## src/include/bdm_pkg.sv

```systemverilog
// How it works
// - Status bits 7 to 5 read zero.
// - Active-low watchdog expiry flag in bit 4.
// - Active-low sleep flag in bit 3.
// - Bit 2 set on zero result.
// - Bit 1 is nibble carry for add/subtract.
// - Bit 0 is msb carry for add/subtract.
// - Subtract adds two's complement; carries mean no borrow.
// - Power reset sets power flags, clears arithmetic.
// - Peripheral area at bank offsets 0Ch to 1Fh.
// - Up to 80 general bytes after peripheral area.
// - Sixteen common bytes shared by all banks.
// - Unimplemented locations read zero.
// - General RAM reachable linearly through indirect pointer.
// - Flag-affecting op ignores status flag write.
// - 12-bit address: 5 bank, 7 offset bits.
// - Core registers fill first 12 offsets everywhere.
// - Bank select register picks direct-access bank.
package bdm_pkg;

  localparam int DATA_W       = 8;
  localparam int NIB_W        = 4;
  localparam int PTR_W        = 16;
  localparam int BANK_W       = 5;
  localparam int OFF_W        = 7;
  localparam int GPR_BYTES    = 80;
  localparam int COMMON_BYTES = 16;
  localparam int COMMON_IDX_W = 4;

  localparam logic [OFF_W-1:0] OFF_STATUS     = 7'h03;
  localparam logic [OFF_W-1:0] OFF_PTR_LO     = 7'h04;
  localparam logic [OFF_W-1:0] OFF_PTR_HI     = 7'h05;
  localparam logic [OFF_W-1:0] OFF_BANK_SEL   = 7'h08;
  localparam logic [OFF_W-1:0] OFF_CORE_LAST  = 7'h0b;
  localparam logic [OFF_W-1:0] OFF_PERIPH_END = 7'h1f;
  localparam logic [OFF_W-1:0] OFF_GPR_FIRST  = 7'h20;
  localparam logic [OFF_W-1:0] OFF_GPR_LAST   = 7'h6f;

  localparam logic [PTR_W-1:0] LINEAR_BASE  = 16'h2000;
  localparam logic [PTR_W-1:0] BANKED_LIMIT = 16'h1000;
  localparam int               PTR_PROG_BIT = 15;

  localparam int BIT_WDT   = 4;
  localparam int BIT_SLEEP = 3;
  localparam int BIT_Z     = 2;
  localparam int BIT_DC    = 1;
  localparam int BIT_C     = 0;

  localparam logic RST_POWER_FLAG = 1'b1;
  localparam logic RST_ARITH_FLAG = 1'b0;

  localparam int               AXI_ADDR_W   = 8;
  localparam logic [7:0]       AXI_STATUS   = 8'h00;
  localparam logic [7:0]       AXI_BANK_SEL = 8'h04;
  localparam logic [7:0]       AXI_PTR      = 8'h08;
  localparam logic [7:0]       AXI_IDATA    = 8'h0c;
  localparam logic [1:0]       RESP_OKAY    = 2'b00;
  localparam logic [1:0]       RESP_SLVERR  = 2'b10;

  typedef enum logic [1:0] {ALU_ADD, ALU_SUB, ALU_LOGIC} bdm_alu_e;

  typedef enum logic [2:0] {
    RGN_NONE, RGN_STATUS, RGN_PTR_LO, RGN_PTR_HI, RGN_BANK, RGN_PERIPH, RGN_GPR, RGN_COMMON
  } bdm_region_e;

endpackage

```

## src/bdm_alu_flags.sv

```systemverilog
`timescale 1ns/1ps
module bdm_alu_flags
  import bdm_pkg::*;
(
  input  wire bdm_alu_e          kind,
  input  wire logic [DATA_W-1:0] a,
  input  wire logic [DATA_W-1:0] b,
  input  wire logic [DATA_W-1:0] logic_res,
  output logic      [DATA_W-1:0] result,
  output logic                   zero,
  output logic                   nib_carry,
  output logic                   msb_carry
);

  logic              is_sub;
  logic [DATA_W-1:0] b_eff;
  logic [DATA_W:0]   sum;
  logic [NIB_W:0]    low_sum;

  // Subtraction adds the inverted operand plus one, so carry set means no borrow.
  assign is_sub  = (kind == ALU_SUB);
  assign b_eff   = is_sub ? ~b : b;
  assign sum     = {1'b0, a} + {1'b0, b_eff} + {{DATA_W{1'b0}}, is_sub};
  assign low_sum = {1'b0, a[NIB_W-1:0]} + {1'b0, b_eff[NIB_W-1:0]} + {{NIB_W{1'b0}}, is_sub};

  assign result    = (kind == ALU_LOGIC) ? logic_res : sum[DATA_W-1:0];
  assign zero      = (result == '0);
  assign nib_carry = low_sum[NIB_W];
  assign msb_carry = sum[DATA_W];

endmodule

```

## src/bdm_top.sv

```systemverilog
// Decided for this implementation: the AXI4-Lite slave port and the address map.
`timescale 1ns/1ps
module bdm_top
  import bdm_pkg::*;
#(
  parameter int GPR_BANKS = 6
)
(
  input  wire logic                  clk,
  input  wire logic                  reset_n,
  input  wire logic                  clk_en,
  input  wire logic                  supply_drop_reset,
  input  wire logic                  watchdog_clear_instr,
  input  wire logic                  sleep_instr,
  input  wire logic                  watchdog_expire,
  input  wire logic                  mem_req,
  input  wire logic                  mem_we,
  input  wire logic                  mem_indirect,
  input  wire logic [OFF_W-1:0]      mem_offset,
  input  wire logic [DATA_W-1:0]     mem_wdata,
  output logic      [DATA_W-1:0]     mem_rdata,
  input  wire logic                  alu_valid,
  input  wire bdm_alu_e              alu_kind,
  input  wire logic [DATA_W-1:0]     alu_a,
  input  wire logic [DATA_W-1:0]     alu_b,
  input  wire logic [DATA_W-1:0]     alu_logic_res,
  output logic      [DATA_W-1:0]     alu_result,
  output logic      [DATA_W-1:0]     arith_reset_status,
  output logic      [BANK_W-1:0]     bank_select_register,
  output logic                       periph_sel,
  output logic      [11:0]           periph_addr,
  input  wire logic [AXI_ADDR_W-1:0] s_axi_awaddr,
  input  wire logic                  s_axi_awvalid,
  output logic                       s_axi_awready,
  input  wire logic [31:0]           s_axi_wdata,
  input  wire logic [3:0]            s_axi_wstrb,
  input  wire logic                  s_axi_wvalid,
  output logic                       s_axi_wready,
  output logic      [1:0]            s_axi_bresp,
  output logic                       s_axi_bvalid,
  input  wire logic                  s_axi_bready,
  input  wire logic [AXI_ADDR_W-1:0] s_axi_araddr,
  input  wire logic                  s_axi_arvalid,
  output logic                       s_axi_arready,
  output logic      [31:0]           s_axi_rdata,
  output logic      [1:0]            s_axi_rresp,
  output logic                       s_axi_rvalid,
  input  wire logic                  s_axi_rready
);

  localparam int GPR_TOTAL = GPR_BANKS * GPR_BYTES;
  localparam int GIW       = $clog2(GPR_TOTAL);

  typedef struct packed {
    logic                  wdt_n;
    logic                  sleep_n;
    logic                  z;
    logic                  dc;
    logic                  c;
    logic [BANK_W-1:0]     bank;
    logic [PTR_W-1:0]      ptr;
    logic [DATA_W-1:0]     mem_rdata;
    logic [DATA_W-1:0]     alu_result;
    logic                  periph_sel;
    logic [11:0]           periph_addr;
    logic                  aw_got;
    logic                  w_got;
    logic [AXI_ADDR_W-1:0] aw_addr;
    logic [31:0]           w_data;
    logic [3:0]            w_strb;
    logic                  bvalid;
    logic [1:0]            bresp;
    logic                  rvalid;
    logic [31:0]           rdata;
    logic [1:0]            rresp;
  } bdm_state_s;

  bdm_state_s        s;
  bdm_state_s        next_s;
  logic              rst_q1;
  logic              rst_sync_n;
  logic              drop_q1;
  logic              drop_sync;
  logic [DATA_W-1:0] gpr_mem [GPR_TOTAL];
  logic [DATA_W-1:0] common_mem [COMMON_BYTES];

  logic              ar_fire;
  logic              ar_idata;
  logic              wr_go;
  logic              acc_en;
  logic              acc_we;
  logic [PTR_W-1:0]  acc_ptr;
  logic [DATA_W-1:0] acc_wdata;
  logic [DATA_W-1:0] acc_rd;
  bdm_region_e       acc_rgn;
  logic [GIW-1:0]    acc_gidx;
  logic [DATA_W-1:0] alu_res;
  logic              alu_zero;
  logic              alu_nib;
  logic              alu_msb;

  // Locations not listed here, including the remaining core registers and
  // program memory seen through the pointer, answer with zero.
  function automatic bdm_region_e decode(input logic [PTR_W-1:0] p);
    logic [OFF_W-1:0]  off;
    logic [BANK_W-1:0] bnk;
    logic [PTR_W-1:0]  lin;
    off    = p[OFF_W-1:0];
    bnk    = p[OFF_W+BANK_W-1:OFF_W];
    lin    = p - LINEAR_BASE;
    decode = RGN_NONE;
    if (p[PTR_PROG_BIT]) begin
      decode = RGN_NONE;
    end else if (p >= LINEAR_BASE) begin
      if (lin < PTR_W'(GPR_TOTAL)) begin
        decode = RGN_GPR;
      end
    end else if (p < BANKED_LIMIT) begin
      if (off == OFF_STATUS) begin
        decode = RGN_STATUS;
      end else if (off == OFF_PTR_LO) begin
        decode = RGN_PTR_LO;
      end else if (off == OFF_PTR_HI) begin
        decode = RGN_PTR_HI;
      end else if (off == OFF_BANK_SEL) begin
        decode = RGN_BANK;
      end else if (off <= OFF_CORE_LAST) begin
        decode = RGN_NONE;
      end else if (off <= OFF_PERIPH_END) begin
        decode = RGN_PERIPH;
      end else if (off <= OFF_GPR_LAST) begin
        if (int'(bnk) < GPR_BANKS) begin
          decode = RGN_GPR;
        end
      end else begin
        decode = RGN_COMMON;
      end
    end
  endfunction

  function automatic logic [GIW-1:0] gpr_index(input logic [PTR_W-1:0] p);
    logic [PTR_W-1:0] idx;
    if (p >= LINEAR_BASE) begin
      idx = p - LINEAR_BASE;
    end else begin
      idx = PTR_W'(p[OFF_W+BANK_W-1:OFF_W]) * PTR_W'(GPR_BYTES)
            + PTR_W'(p[OFF_W-1:0]) - PTR_W'(OFF_GPR_FIRST);
    end
    gpr_index = idx[GIW-1:0];
  endfunction

  function automatic logic [DATA_W-1:0] status_byte(input bdm_state_s st);
    status_byte            = '0;
    status_byte[BIT_WDT]   = st.wdt_n;
    status_byte[BIT_SLEEP] = st.sleep_n;
    status_byte[BIT_Z]     = st.z;
    status_byte[BIT_DC]    = st.dc;
    status_byte[BIT_C]     = st.c;
  endfunction

  bdm_alu_flags u_alu (
    .kind      (alu_kind),
    .a         (alu_a),
    .b         (alu_b),
    .logic_res (alu_logic_res),
    .result    (alu_res),
    .zero      (alu_zero),
    .nib_carry (alu_nib),
    .msb_carry (alu_msb)
  );

  always_ff @(posedge clk or negedge reset_n) begin
    if (!reset_n) begin
      rst_q1     <= 1'b0;
      rst_sync_n <= 1'b0;
    end else if (clk_en) begin
      rst_q1     <= 1'b1;
      rst_sync_n <= rst_q1;
    end
  end

  always_ff @(posedge clk or negedge rst_sync_n) begin
    if (!rst_sync_n) begin
      drop_q1   <= 1'b0;
      drop_sync <= 1'b0;
    end else if (clk_en) begin
      drop_q1   <= supply_drop_reset;
      drop_sync <= drop_q1;
    end
  end

  // The core has priority on the access path; the bus waits for a free cycle.
  // No channel is taken while the internal reset still holds the state.
  assign s_axi_awready = clk_en && rst_sync_n && !s.aw_got && !s.bvalid;
  assign s_axi_wready  = clk_en && rst_sync_n && !s.w_got && !s.bvalid;
  assign s_axi_arready = clk_en && rst_sync_n && !s.rvalid && !mem_req;
  assign ar_fire       = s_axi_arvalid && s_axi_arready;
  assign ar_idata      = (s_axi_araddr == AXI_IDATA);
  assign wr_go         = s.aw_got && s.w_got && !s.bvalid && !mem_req
                         && !(ar_fire && ar_idata);

  always_comb begin
    acc_en    = 1'b0;
    acc_we    = 1'b0;
    acc_ptr   = s.ptr;
    acc_wdata = mem_wdata;
    if (mem_req) begin
      acc_en  = 1'b1;
      acc_we  = mem_we;
      acc_ptr = mem_indirect ? s.ptr : PTR_W'({s.bank, mem_offset});
    end else if (ar_fire && ar_idata) begin
      acc_en  = 1'b1;
    end else if (wr_go && s.aw_addr == AXI_IDATA && s.w_strb[0]) begin
      acc_en    = 1'b1;
      acc_we    = 1'b1;
      acc_wdata = s.w_data[DATA_W-1:0];
    end
  end

  assign acc_rgn  = decode(acc_ptr);
  assign acc_gidx = gpr_index(acc_ptr);

  always_comb begin
    case (acc_rgn)
      RGN_STATUS: acc_rd = status_byte(s);
      RGN_PTR_LO: acc_rd = s.ptr[DATA_W-1:0];
      RGN_PTR_HI: acc_rd = s.ptr[PTR_W-1:DATA_W];
      RGN_BANK:   acc_rd = DATA_W'(s.bank);
      RGN_GPR:    acc_rd = gpr_mem[acc_gidx];
      RGN_COMMON: acc_rd = common_mem[acc_ptr[COMMON_IDX_W-1:0]];
      default:    acc_rd = '0;
    endcase
  end

  always_ff @(posedge clk) begin
    if (clk_en && acc_en && acc_we) begin
      if (acc_rgn == RGN_GPR) begin
        gpr_mem[acc_gidx] <= acc_wdata;
      end
      if (acc_rgn == RGN_COMMON) begin
        common_mem[acc_ptr[COMMON_IDX_W-1:0]] <= acc_wdata;
      end
    end
  end

  always_comb begin
    next_s = s;
    // Register writes through the access path, from the core port or from bus indirect data.
    if (acc_en && acc_we) begin
      case (acc_rgn)
        RGN_STATUS: begin
          if (!alu_valid) begin
            next_s.z  = acc_wdata[BIT_Z];
            next_s.dc = acc_wdata[BIT_DC];
            next_s.c  = acc_wdata[BIT_C];
          end
        end
        RGN_PTR_LO: next_s.ptr[DATA_W-1:0]     = acc_wdata;
        RGN_PTR_HI: next_s.ptr[PTR_W-1:DATA_W] = acc_wdata;
        RGN_BANK:   next_s.bank                = acc_wdata[BANK_W-1:0];
        default:    next_s.bank                = s.bank;
      endcase
    end
    if (mem_req && !mem_we) begin
      next_s.mem_rdata = acc_rd;
    end
    next_s.periph_sel = acc_en && (acc_rgn == RGN_PERIPH);
    if (acc_en && acc_rgn == RGN_PERIPH) begin
      next_s.periph_addr = acc_ptr[11:0];
    end
    // Register writes from the bus; the power flags are never writable.
    if (wr_go && s.w_strb[0]) begin
      if (s.aw_addr == AXI_STATUS && !alu_valid) begin
        next_s.z  = s.w_data[BIT_Z];
        next_s.dc = s.w_data[BIT_DC];
        next_s.c  = s.w_data[BIT_C];
      end
      if (s.aw_addr == AXI_BANK_SEL) begin
        next_s.bank = s.w_data[BANK_W-1:0];
      end
      if (s.aw_addr == AXI_PTR) begin
        next_s.ptr[DATA_W-1:0] = s.w_data[DATA_W-1:0];
      end
    end
    if (wr_go && s.w_strb[1] && s.aw_addr == AXI_PTR) begin
      next_s.ptr[PTR_W-1:DATA_W] = s.w_data[PTR_W-1:DATA_W];
    end
    // The arithmetic unit overrides any write to its own flags.
    if (alu_valid) begin
      next_s.alu_result = alu_res;
      next_s.z          = alu_zero;
      if (alu_kind != ALU_LOGIC) begin
        next_s.dc = alu_nib;
        next_s.c  = alu_msb;
      end
    end
    // An expiry in the same cycle as a clear still leaves its mark.
    if (sleep_instr) begin
      next_s.wdt_n   = 1'b1;
      next_s.sleep_n = 1'b0;
    end
    if (watchdog_clear_instr) begin
      next_s.wdt_n   = 1'b1;
      next_s.sleep_n = 1'b1;
    end
    if (watchdog_expire) begin
      next_s.wdt_n = 1'b0;
    end
    if (drop_sync) begin
      next_s.wdt_n   = RST_POWER_FLAG;
      next_s.sleep_n = RST_POWER_FLAG;
      next_s.z       = RST_ARITH_FLAG;
      next_s.dc      = RST_ARITH_FLAG;
      next_s.c       = RST_ARITH_FLAG;
    end
    // Bus channel bookkeeping.
    if (s_axi_awvalid && s_axi_awready) begin
      next_s.aw_got  = 1'b1;
      next_s.aw_addr = s_axi_awaddr;
    end
    if (s_axi_wvalid && s_axi_wready) begin
      next_s.w_got  = 1'b1;
      next_s.w_data = s_axi_wdata;
      next_s.w_strb = s_axi_wstrb;
    end
    if (wr_go) begin
      next_s.aw_got = 1'b0;
      next_s.w_got  = 1'b0;
      next_s.bvalid = 1'b1;
      next_s.bresp  = (s.aw_addr == AXI_STATUS || s.aw_addr == AXI_BANK_SEL
                       || s.aw_addr == AXI_PTR || s.aw_addr == AXI_IDATA)
                      ? RESP_OKAY : RESP_SLVERR;
    end else if (s.bvalid && s_axi_bready) begin
      next_s.bvalid = 1'b0;
    end
    if (ar_fire) begin
      next_s.rvalid = 1'b1;
      next_s.rresp  = RESP_OKAY;
      case (s_axi_araddr)
        AXI_STATUS:   next_s.rdata = 32'(status_byte(s));
        AXI_BANK_SEL: next_s.rdata = 32'(s.bank);
        AXI_PTR:      next_s.rdata = 32'(s.ptr);
        AXI_IDATA:    next_s.rdata = 32'(acc_rd);
        default: begin
          next_s.rdata = '0;
          next_s.rresp = RESP_SLVERR;
        end
      endcase
    end else if (s.rvalid && s_axi_rready) begin
      next_s.rvalid = 1'b0;
    end
  end

  always_ff @(posedge clk or negedge rst_sync_n) begin
    if (!rst_sync_n) begin
      s         <= '0;
      s.wdt_n   <= RST_POWER_FLAG;
      s.sleep_n <= RST_POWER_FLAG;
      s.z       <= RST_ARITH_FLAG;
      s.dc      <= RST_ARITH_FLAG;
      s.c       <= RST_ARITH_FLAG;
    end else if (clk_en) begin
      s <= next_s;
    end
  end

  assign mem_rdata            = s.mem_rdata;
  assign alu_result           = s.alu_result;
  assign arith_reset_status   = status_byte(s);
  assign bank_select_register = s.bank;
  assign periph_sel           = s.periph_sel;
  assign periph_addr          = s.periph_addr;
  assign s_axi_bresp          = s.bresp;
  assign s_axi_bvalid         = s.bvalid;
  assign s_axi_rdata          = s.rdata;
  assign s_axi_rresp          = s.rresp;
  assign s_axi_rvalid         = s.rvalid;

endmodule

```

## config.mk

```make
export PLATFORM = sky130hd
export DESIGN_NAME = bdm_top
export DESIGN_NICKNAME = d
export VERILOG_FILES = /design/src/include/bdm_pkg.sv /design/src/bdm_alu_flags.sv /design/src/bdm_top.sv
export SDC_FILE = /design/constraint.sdc
export NUM_CORES = 2
export LEC_CHECK = 0
export ABC_CLOCK_PERIOD_IN_PS = 4070
export BUFFER_PORTS_ARGS = -buffer_cell sky130_fd_sc_hd__buf_2
export CAP_MARGIN = 20
export CORE_MARGIN = 2
export CORE_UTILIZATION = 40
export CTS_CLUSTER_DIAMETER = 150
export DETAILED_ROUTE_END_ITERATION = 6
export SLEW_MARGIN = 20
export SYNTH_ARGS = -nofsm -noshare
export SYNTH_HDL_FRONTEND = slang
export SYNTH_SLANG_ARGS = --single-unit
export TNS_END_PERCENT = 10
```

## constraint.sdc

```tcl
create_clock -name clk -period 4.07 [get_ports clk]
set_input_delay 0 -clock clk [delete_from_list [all_inputs] [get_ports clk]]
set_output_delay 0 -clock clk [all_outputs]
set_load 0.005 [all_outputs]
```

* Word level (Yosys, flattened, before mapping)
Memory sizes are Yosys's and may differ from the RTL's.
Index checks and enable logic that the tools add are counted.
** Storage, ports and cells
- Memories :: 2
- RAM bits :: 3968
- Output and inout port bits :: 83
- Flip-flop bits (word level) :: 125
- Input port bits :: 109
** Operators by class
- Bitwise operators :: 1
- Multiply operators :: 1
- Equality and inequality tests :: 20
- Multiplexer cells :: 60
- Reduce and logical (&&, ||, !) cells :: 65
- Add/sub/neg operators :: 7
- Order comparisons :: 7
** Memories
- gpr_mem :: words 480, bits a word 8, read ports 1, clocked after Yosys merged registers in 0, write ports 1, line bdm_top.sv:84 : logic [DATA_W-1:0] gpr_mem [GPR_TOTAL];
- common_mem :: words 16, bits a word 8, read ports 1, clocked after Yosys merged registers in 0, write ports 1, line bdm_top.sv:85 : logic [DATA_W-1:0] common_mem [COMMON_BYTES];
** Operators with widths (number)
- $mux 8 :: 11
- $pmux 16 s4 :: 1
- $mux 3 :: 16
- $pmux 8 s6 :: 1
- $eq 8x4->1 const B :: 4
- $mux 16 :: 2
- $logic_and 1x1->1 :: 28
- $reduce_and 2->1 :: 13
- $logic_not 8->1 :: 3
- $mux 24 :: 1
- $mux 1 :: 18
- $eq 8x3->1 const B :: 2
- $ge 16x14->1 const B :: 1
- $lt 16x13->1 const B :: 1
- $lt 16x9->1 const B :: 1
- $sub 16x14->16 const B :: 1
- $mux 5 :: 3
- $eq 7x3->1 const B :: 2
- $eq 3x3->1 const B :: 4
- $mux 2 :: 6
- $reduce_bool 2->1 :: 6
- $add 8x8->9 :: 1
- $add 9x1->9 :: 1
- $add 9x7->9 :: 1
- 23 further kinds :: 33

* Longest topological paths before layout
- Depth after elaboration :: 22
- Depth in mapped cells :: 25
- Gate-level depth less buffers :: 18

* Hierarchy
A second synthesis with hierarchy kept.
** Unflattened totals
- Cells, all modules :: 11384
- Area, all modules :: 164502.8 um^2
** By module, submodules not included
- bdm_top :: cells an instance 11302, seq. area each 121834.3 um^2, area each 163897.2 um^2, instances 1
- bdm_alu_flags :: cells an instance 82, seq. area each 0.0 um^2, area each 605.6 um^2, instances 1

* Worst setup path before layout
No wires, ideal clock.
- Path kind :: register to register
- Start :: register rst_sync_n
- End :: memory common_mem[0][1], data pin
- Setup slack :: -7356 ps
- Buffers on the path :: 0
- Stages on the path, launching flop included :: 8
- Arrival :: 10005 ps
- Clock period less this slack :: 11426 ps
- Required time :: 2649 ps
- Library setup time :: 1421 ps
- Cell sequence :: dfrtp_1 and4bb_1 nand4_1 o2111a_1 and2_0 nand3_1 nand2_1 nand2_1
** On the way
- Cells in the longest elaborated chain, start to end :: 12
** RTL lines
- start: declaration :: line bdm_top.sv:81 : logic rst_sync_n;
- start signal: assignment :: line bdm_top.sv:178 : rst_sync_n <= rst_q1;
- $logic_and 1x1->1 (*) (3 in a row) :: line bdm_top.sv:196 : assign s_axi_arready = clk_en && rst_sync_n && !s.rvalid && !mem_req;
- via s_axi_arready :: line bdm_top.sv:44 : output logic s_axi_arready,
- $logic_and 1x1->1 (*) :: line bdm_top.sv:197 : assign ar_fire = s_axi_arvalid && s_axi_arready;
- $logic_and 1x1->1 (*) :: line bdm_top.sv:200, bdm_top.sv:211
- $logic_not 1->1 :: line bdm_top.sv:200 : && !(ar_fire && ar_idata);
- $logic_and 1x1->1 :: line bdm_top.sv:200
- $logic_and 1x1->1 (2 in a row) :: line bdm_top.sv:213 : end else if (wr_go && s.aw_addr == AXI_IDATA && s.w_strb[0]) begin
- $mux 8 :: line bdm_top.sv:213
- $mux 8 (*) :: line bdm_top.sv:211 : end else if (ar_fire && ar_idata) begin
- $mux 8 (*) :: line bdm_top.sv:207 : if (mem_req) begin
- via acc_wdata[1] :: line bdm_top.sv:93 : logic [DATA_W-1:0] acc_wdata;
- end: declaration :: line bdm_top.sv:85
Mark *: on every way through the listed nets, which the timed path passes. The rest lies on a longest branch.

* Worst setup path in the final report
- Start :: register s[114] (netlist name)
- End :: register s, in the netlist s_axi_rdata[2]
** On the way
- Cells in the longest elaborated chain, start to end :: 16
- Elaborated cells on any way between the ends :: 37
- Classes of those cells :: add/sub (3); order compare (6); eq/ne (10); mux (16); memory (2)
** RTL lines
- start: declaration :: line bdm_top.sv:78 : bdm_state_s s;
- start signal: assignment :: line bdm_top.sv:363 : s <= next_s;
- $mux 16 :: line bdm_top.sv:210 : acc_ptr = mem_indirect ? s.ptr : PTR_W'({s.bank, mem_offset});
- $mux 16 (*) :: line bdm_top.sv:207
- branches (longest 12 deep; another with $add 9x7->9)
- $pmux 8 s6 (*) :: line bdm_top.sv:224 : case (acc_rgn)
- $pmux 16 s4 (*) :: line bdm_top.sv:339 : case (s_axi_araddr)
Mark *: on every way between the ends.
A chain may end at the register's enable or synchronous reset.

==> impl_metrics.py <==
metrics = {
    "outcome": {
        "result_of_the_run": "complete, but fails checks",
        "violated_checks": "setup timing",
    },
    "layout": {
        "final-instance-count-excl-fill": 19397,
        "layout.nets": 13728,
        "utilization": 0.5063,
        "multi_input_gate_area_in_the_final_layout_mm2": 0.03960,
        "layout-area-overhead-vs-synth_pct": 26.02,
        "seq_cell_area_mm2": 0.1218,
        "filler_cell_count": 34037,
        "layout.cell_area.non_filler_mm2": 0.2058,
        "final_layout_size_suffix_gt1_frac": 0.2432,
    },
    "sta": {
        "maxSlewHeadroom": 0.2342,
        "period_share": 1.062,
        "slew_viol_final": 0,
        "timing.final.ws_setup_ns": -0.2515,
        "achievable_clock_frequency_mhz": 231.4,
        "worst_slew_pin_slew_ns": 1.149,
        "clock-skew-final_ns": 0.1146,
        "fin_crit_ns": 4.322,
        "finalHoldViolations": 0,
        "grt_setup_unrepaired": "yes",
        "setup_viol": 13,
    },
    "setup_path": {
        "reg2reg_depth": 13,
        "path_class": "register to register",
        "cp_data_arrival_time_ns": 5.24,
        "worstPathRequired_ns": 4.98,
        "endpoint_kind": "register",
        "cp_launch_type": "register",
        "critPathMaxFanout": 12,
    },
    "place": {
        "detailed_place_hpwl_um": 396700,
        "placed_cell_area_mm2": 0.1876,
        "port_buffers": 152,
        "routabilityCongestion": 0.9834,
        "place_inst": 18337,
        "placement.setup.worst_slack_ns": -1.620,
    },
    "drt": {
        "dr_total_vias": 115508,
        "postRouteAntennaNets": 0,
        "drcViolationCount": 0,
        "avgRoutedWirePerCell_um": 31.00,
        "routed_via_density": 5.955,
        "routed_wire_length_um": 601400,
        "detailedRoute.firstIterationViolations": 16685,
        "drt_pre_antenna_iters": 7,
    },
    "clock_tree": {
        "cts.reportedPaths.clkPinSlew_ns": 0.07,
        "cts_max_path_buffers": 4,
        "cts-buffers-inserted": 423,
        "clockRootBuffer": "sky130_fd_sc_hd__clkbuf_16",
        "tritoncts_sinks": 4075,
        "cts_tree": "yes",
        "h_tree_depth": 5,
        "clk-insertion-delay-late_ns": 1.03,
    },
    "synthesis": {
        "syn_area_per_cell_um2": 14.06,
        "most_used_flip_flop_cell_after_synthesis": "sky130_fd_sc_hd__edfxtp_1",
        "synth_enable_flop_cells": 3968,
        "postSynthRegisterBits": 4075,
        "post_synth_num_cell_types": 99,
        "synth.cells.most_frequent": "sky130_fd_sc_hd__edfxtp_1 (3968), sky130_fd_sc_hd__nand2_1 (2107), sky130_fd_sc_hd__a21oi_1 (1160), sky130_fd_sc_hd__nor2_1 (579), sky130_fd_sc_hd__a22oi_1 (514)",
        "yosys-mux-area-fraction": 0.03711,
        "ys_seq_area_frac": 0.7462,
        "yosys-top-cells-area": "sky130_fd_sc_hd__edfxtp_1 (73%), sky130_fd_sc_hd__nand2_1 (4.8%), sky130_fd_sc_hd__a21oi_1 (3.6%), sky130_fd_sc_hd__mux2i_1 (2.7%), sky130_fd_sc_hd__a22oi_1 (2.4%)",
        "syn-cell-area_mm2": 0.1633,
        "compound_gate_portion_of_the_synthesized_area": 0.09993,
        "synth_adder_area_share": 0.001548,
        "synth_top_cell_area_share": 0.7298,
        "yosys_warn_count": 0,
        "synthXorXnorAreaFrac": 0.001157,
        "yosys.cell_count.top_type": "sky130_fd_sc_hd__edfxtp_1",
        "post_synth_inst_count": 11611,
        "async_flop_share": 0.02626,
        "synth.largest_area_cell": "sky130_fd_sc_hd__edfxtp_1",
        "synth_top_family_by_area": "compound AO/OA/AOI/OAI gates",
        "yosys.area_share.simple": 0.08370,
    },
    "global_route": {
        "grt_overflow": 0,
        "first_global_vias": 110014,
        "grt_first_pass_wirelength_um": 833000,
        "grtUsageTotal": 0.2803,
        "grt_start_max_net_pins": 150,
        "initial_antenna_violation_count": 44,
    },
    "floorplanning": {
        "die_x_um": 642.9,
        "floorplan.die_area_mm2": 0.4133,
        "io-pin-count": 192,
        "starting_utilization_of_the_core_area": 0.4018,
        "core_region_area_mm2": 0.4064,
        "floorplan.die.height_um": 642.9,
        "num_rows": 234,
    },
    "flow_run": {
        "drv_cap": 0,
    },
    "min_path": {
        "holdCritPathClass": "input pin to register",
        "min_delay_path_depth": 3,
    },
    "power": {
        "power.leakage_nw": 72.29,
        "power_per_cell_area_mw_per_mm2": 702.8,
        "ir_drop_mv": 0.5879,
    },
}
## worst paths after layout
path | from | to | slack [ns]
max | s[114]$_DFFE_PN0P_ | s_axi_rdata[2]$_DFFE_PN0P_ | -0.25
min | mem_wdata[7] | gpr_mem[104][7]$_DFFE_PP_ | 0.08
max reg2reg | s[114]$_DFFE_PN0P_ | s_axi_rdata[2]$_DFFE_PN0P_ | -0.25
min reg2reg | rst_q1$_DFFE_PN0P_ | rst_q1$_DFFE_PN0P_ | 0.47
max in group asynchronous | rst_sync_n$_DFFE_PN0P_ | s[80]$_DFFE_PN0P_ | 2.28
min in group asynchronous | reset_n | rst_q1$_DFFE_PN0P_ | 0.51
## worst max-delay path, stage by stage (launching register included)
cell and delay, ns:
sky130_fd_sc_hd__dfrtp_2 0.53, sky130_fd_sc_hd__mux2_8 0.43, sky130_fd_sc_hd__buf_4 0.17, sky130_fd_sc_hd__nor2_4 0.53, sky130_fd_sc_hd__buf_12 0.30, sky130_fd_sc_hd__buf_4 0.18, sky130_fd_sc_hd__a32oi_1 0.09, sky130_fd_sc_hd__and4_1 0.27
sky130_fd_sc_hd__buf_12 0.14, sky130_fd_sc_hd__o211ai_1 0.77, sky130_fd_sc_hd__nor4_4 0.04, sky130_fd_sc_hd__buf_6 0.18, sky130_fd_sc_hd__and3_4 0.20, sky130_fd_sc_hd__a221o_1 0.29
## final cells by class
type / instances / share of cell area
flip-flops and latches: 4075 / 0.5922
multi-input cells: 6559 / 0.1925
repair buffers: 2427 / 0.1132
clock buffers: 511 / 0.05346
well taps: 5428 / 0.03301
clock inverters: 260 / 0.01335
inverters: 114 / 0.002080
diodes: 23 / 0.0002797
## layout by cell type, fill, tap and decap left out, drive strengths merged, types with 45 or more instances in the layout
master	instances
dfrtp	105
mux4	53
nor2	581
inv	121
o22ai	336
clkinv	197
nor3	61
a32oi	88
mux2i	438
buf	2234
a211oi	176
a22oi	514
nor4	72
dlygate4sd3	189
a31oi	72
nand3	411
a21oi	1163
clkbuf	514
nand2	2114
edfxtp	3968
bufinv	45
o21ai	129
## routing by layer
layer	up-vias	wire length [um]	global-route usage
li1	48132	-	-
met3	1482	69240	0.06200
met2	7550	270500	0.4328
met4	20	36760	0.1435
met1	58324	224800	0.3732
met5	-	135	0
## report_power, final
group | total, mW | internal (mW) | switching, mW
combinational | 59.0 | 21.6 | 37.4
clock | 38.7 | 22.1 | 16.6
sequential | 46.9 | 46.4 | 0.487
## kinds of logic (layout without fill, tap and decap cells)
kind of cell / Yosys count / in the layout
mux: 532 / 535
other cells: 1 / 44
xor+xnor: 20 / 20
compound gates: 2623 / 2623
fa+ha+maj: 19 / 19
buf+inv: 1004 / 3312
flops: 4075 / 4075
simple gates: 3337 / 3341
## through the flow
stage | TNS (ns) | total power, mW | hold slack [ns]
after floorplan | -1070.21 | 68.73 | -0.2956
after global placement | -1128.56 | 99.73 | -0.2121
after detailed placement | -1233.84 | 99.87 | -0.2061
after CTS | -27.77 | 141.6 | 0.008163
after global routing | -1.163 | 147.3 | 0.06488
final | -0.8184 | 144.6 | 0.08225
## what timing repair did
item,4_1_cts,5_1_grt
resized for setup,217,125
pin swaps,37,38
endpoints found under the setup margin,1873,4325
hold endpoints to repair,439,75
cloned,1,9
hold buffers,187,3
setup buffers,33,37
## sequential cells by signal (all words and copies together) (netlist names), 5 cells and up
signal                flops
mem_rdata                 8
arith_reset_status        5
s                        44
gpr_mem                3840
alu_result                8
periph_addr              12
common_mem              128
bank_select_register      5
s_axi_rdata              16
Note: power is estimated with default switching activity, not from simulation.
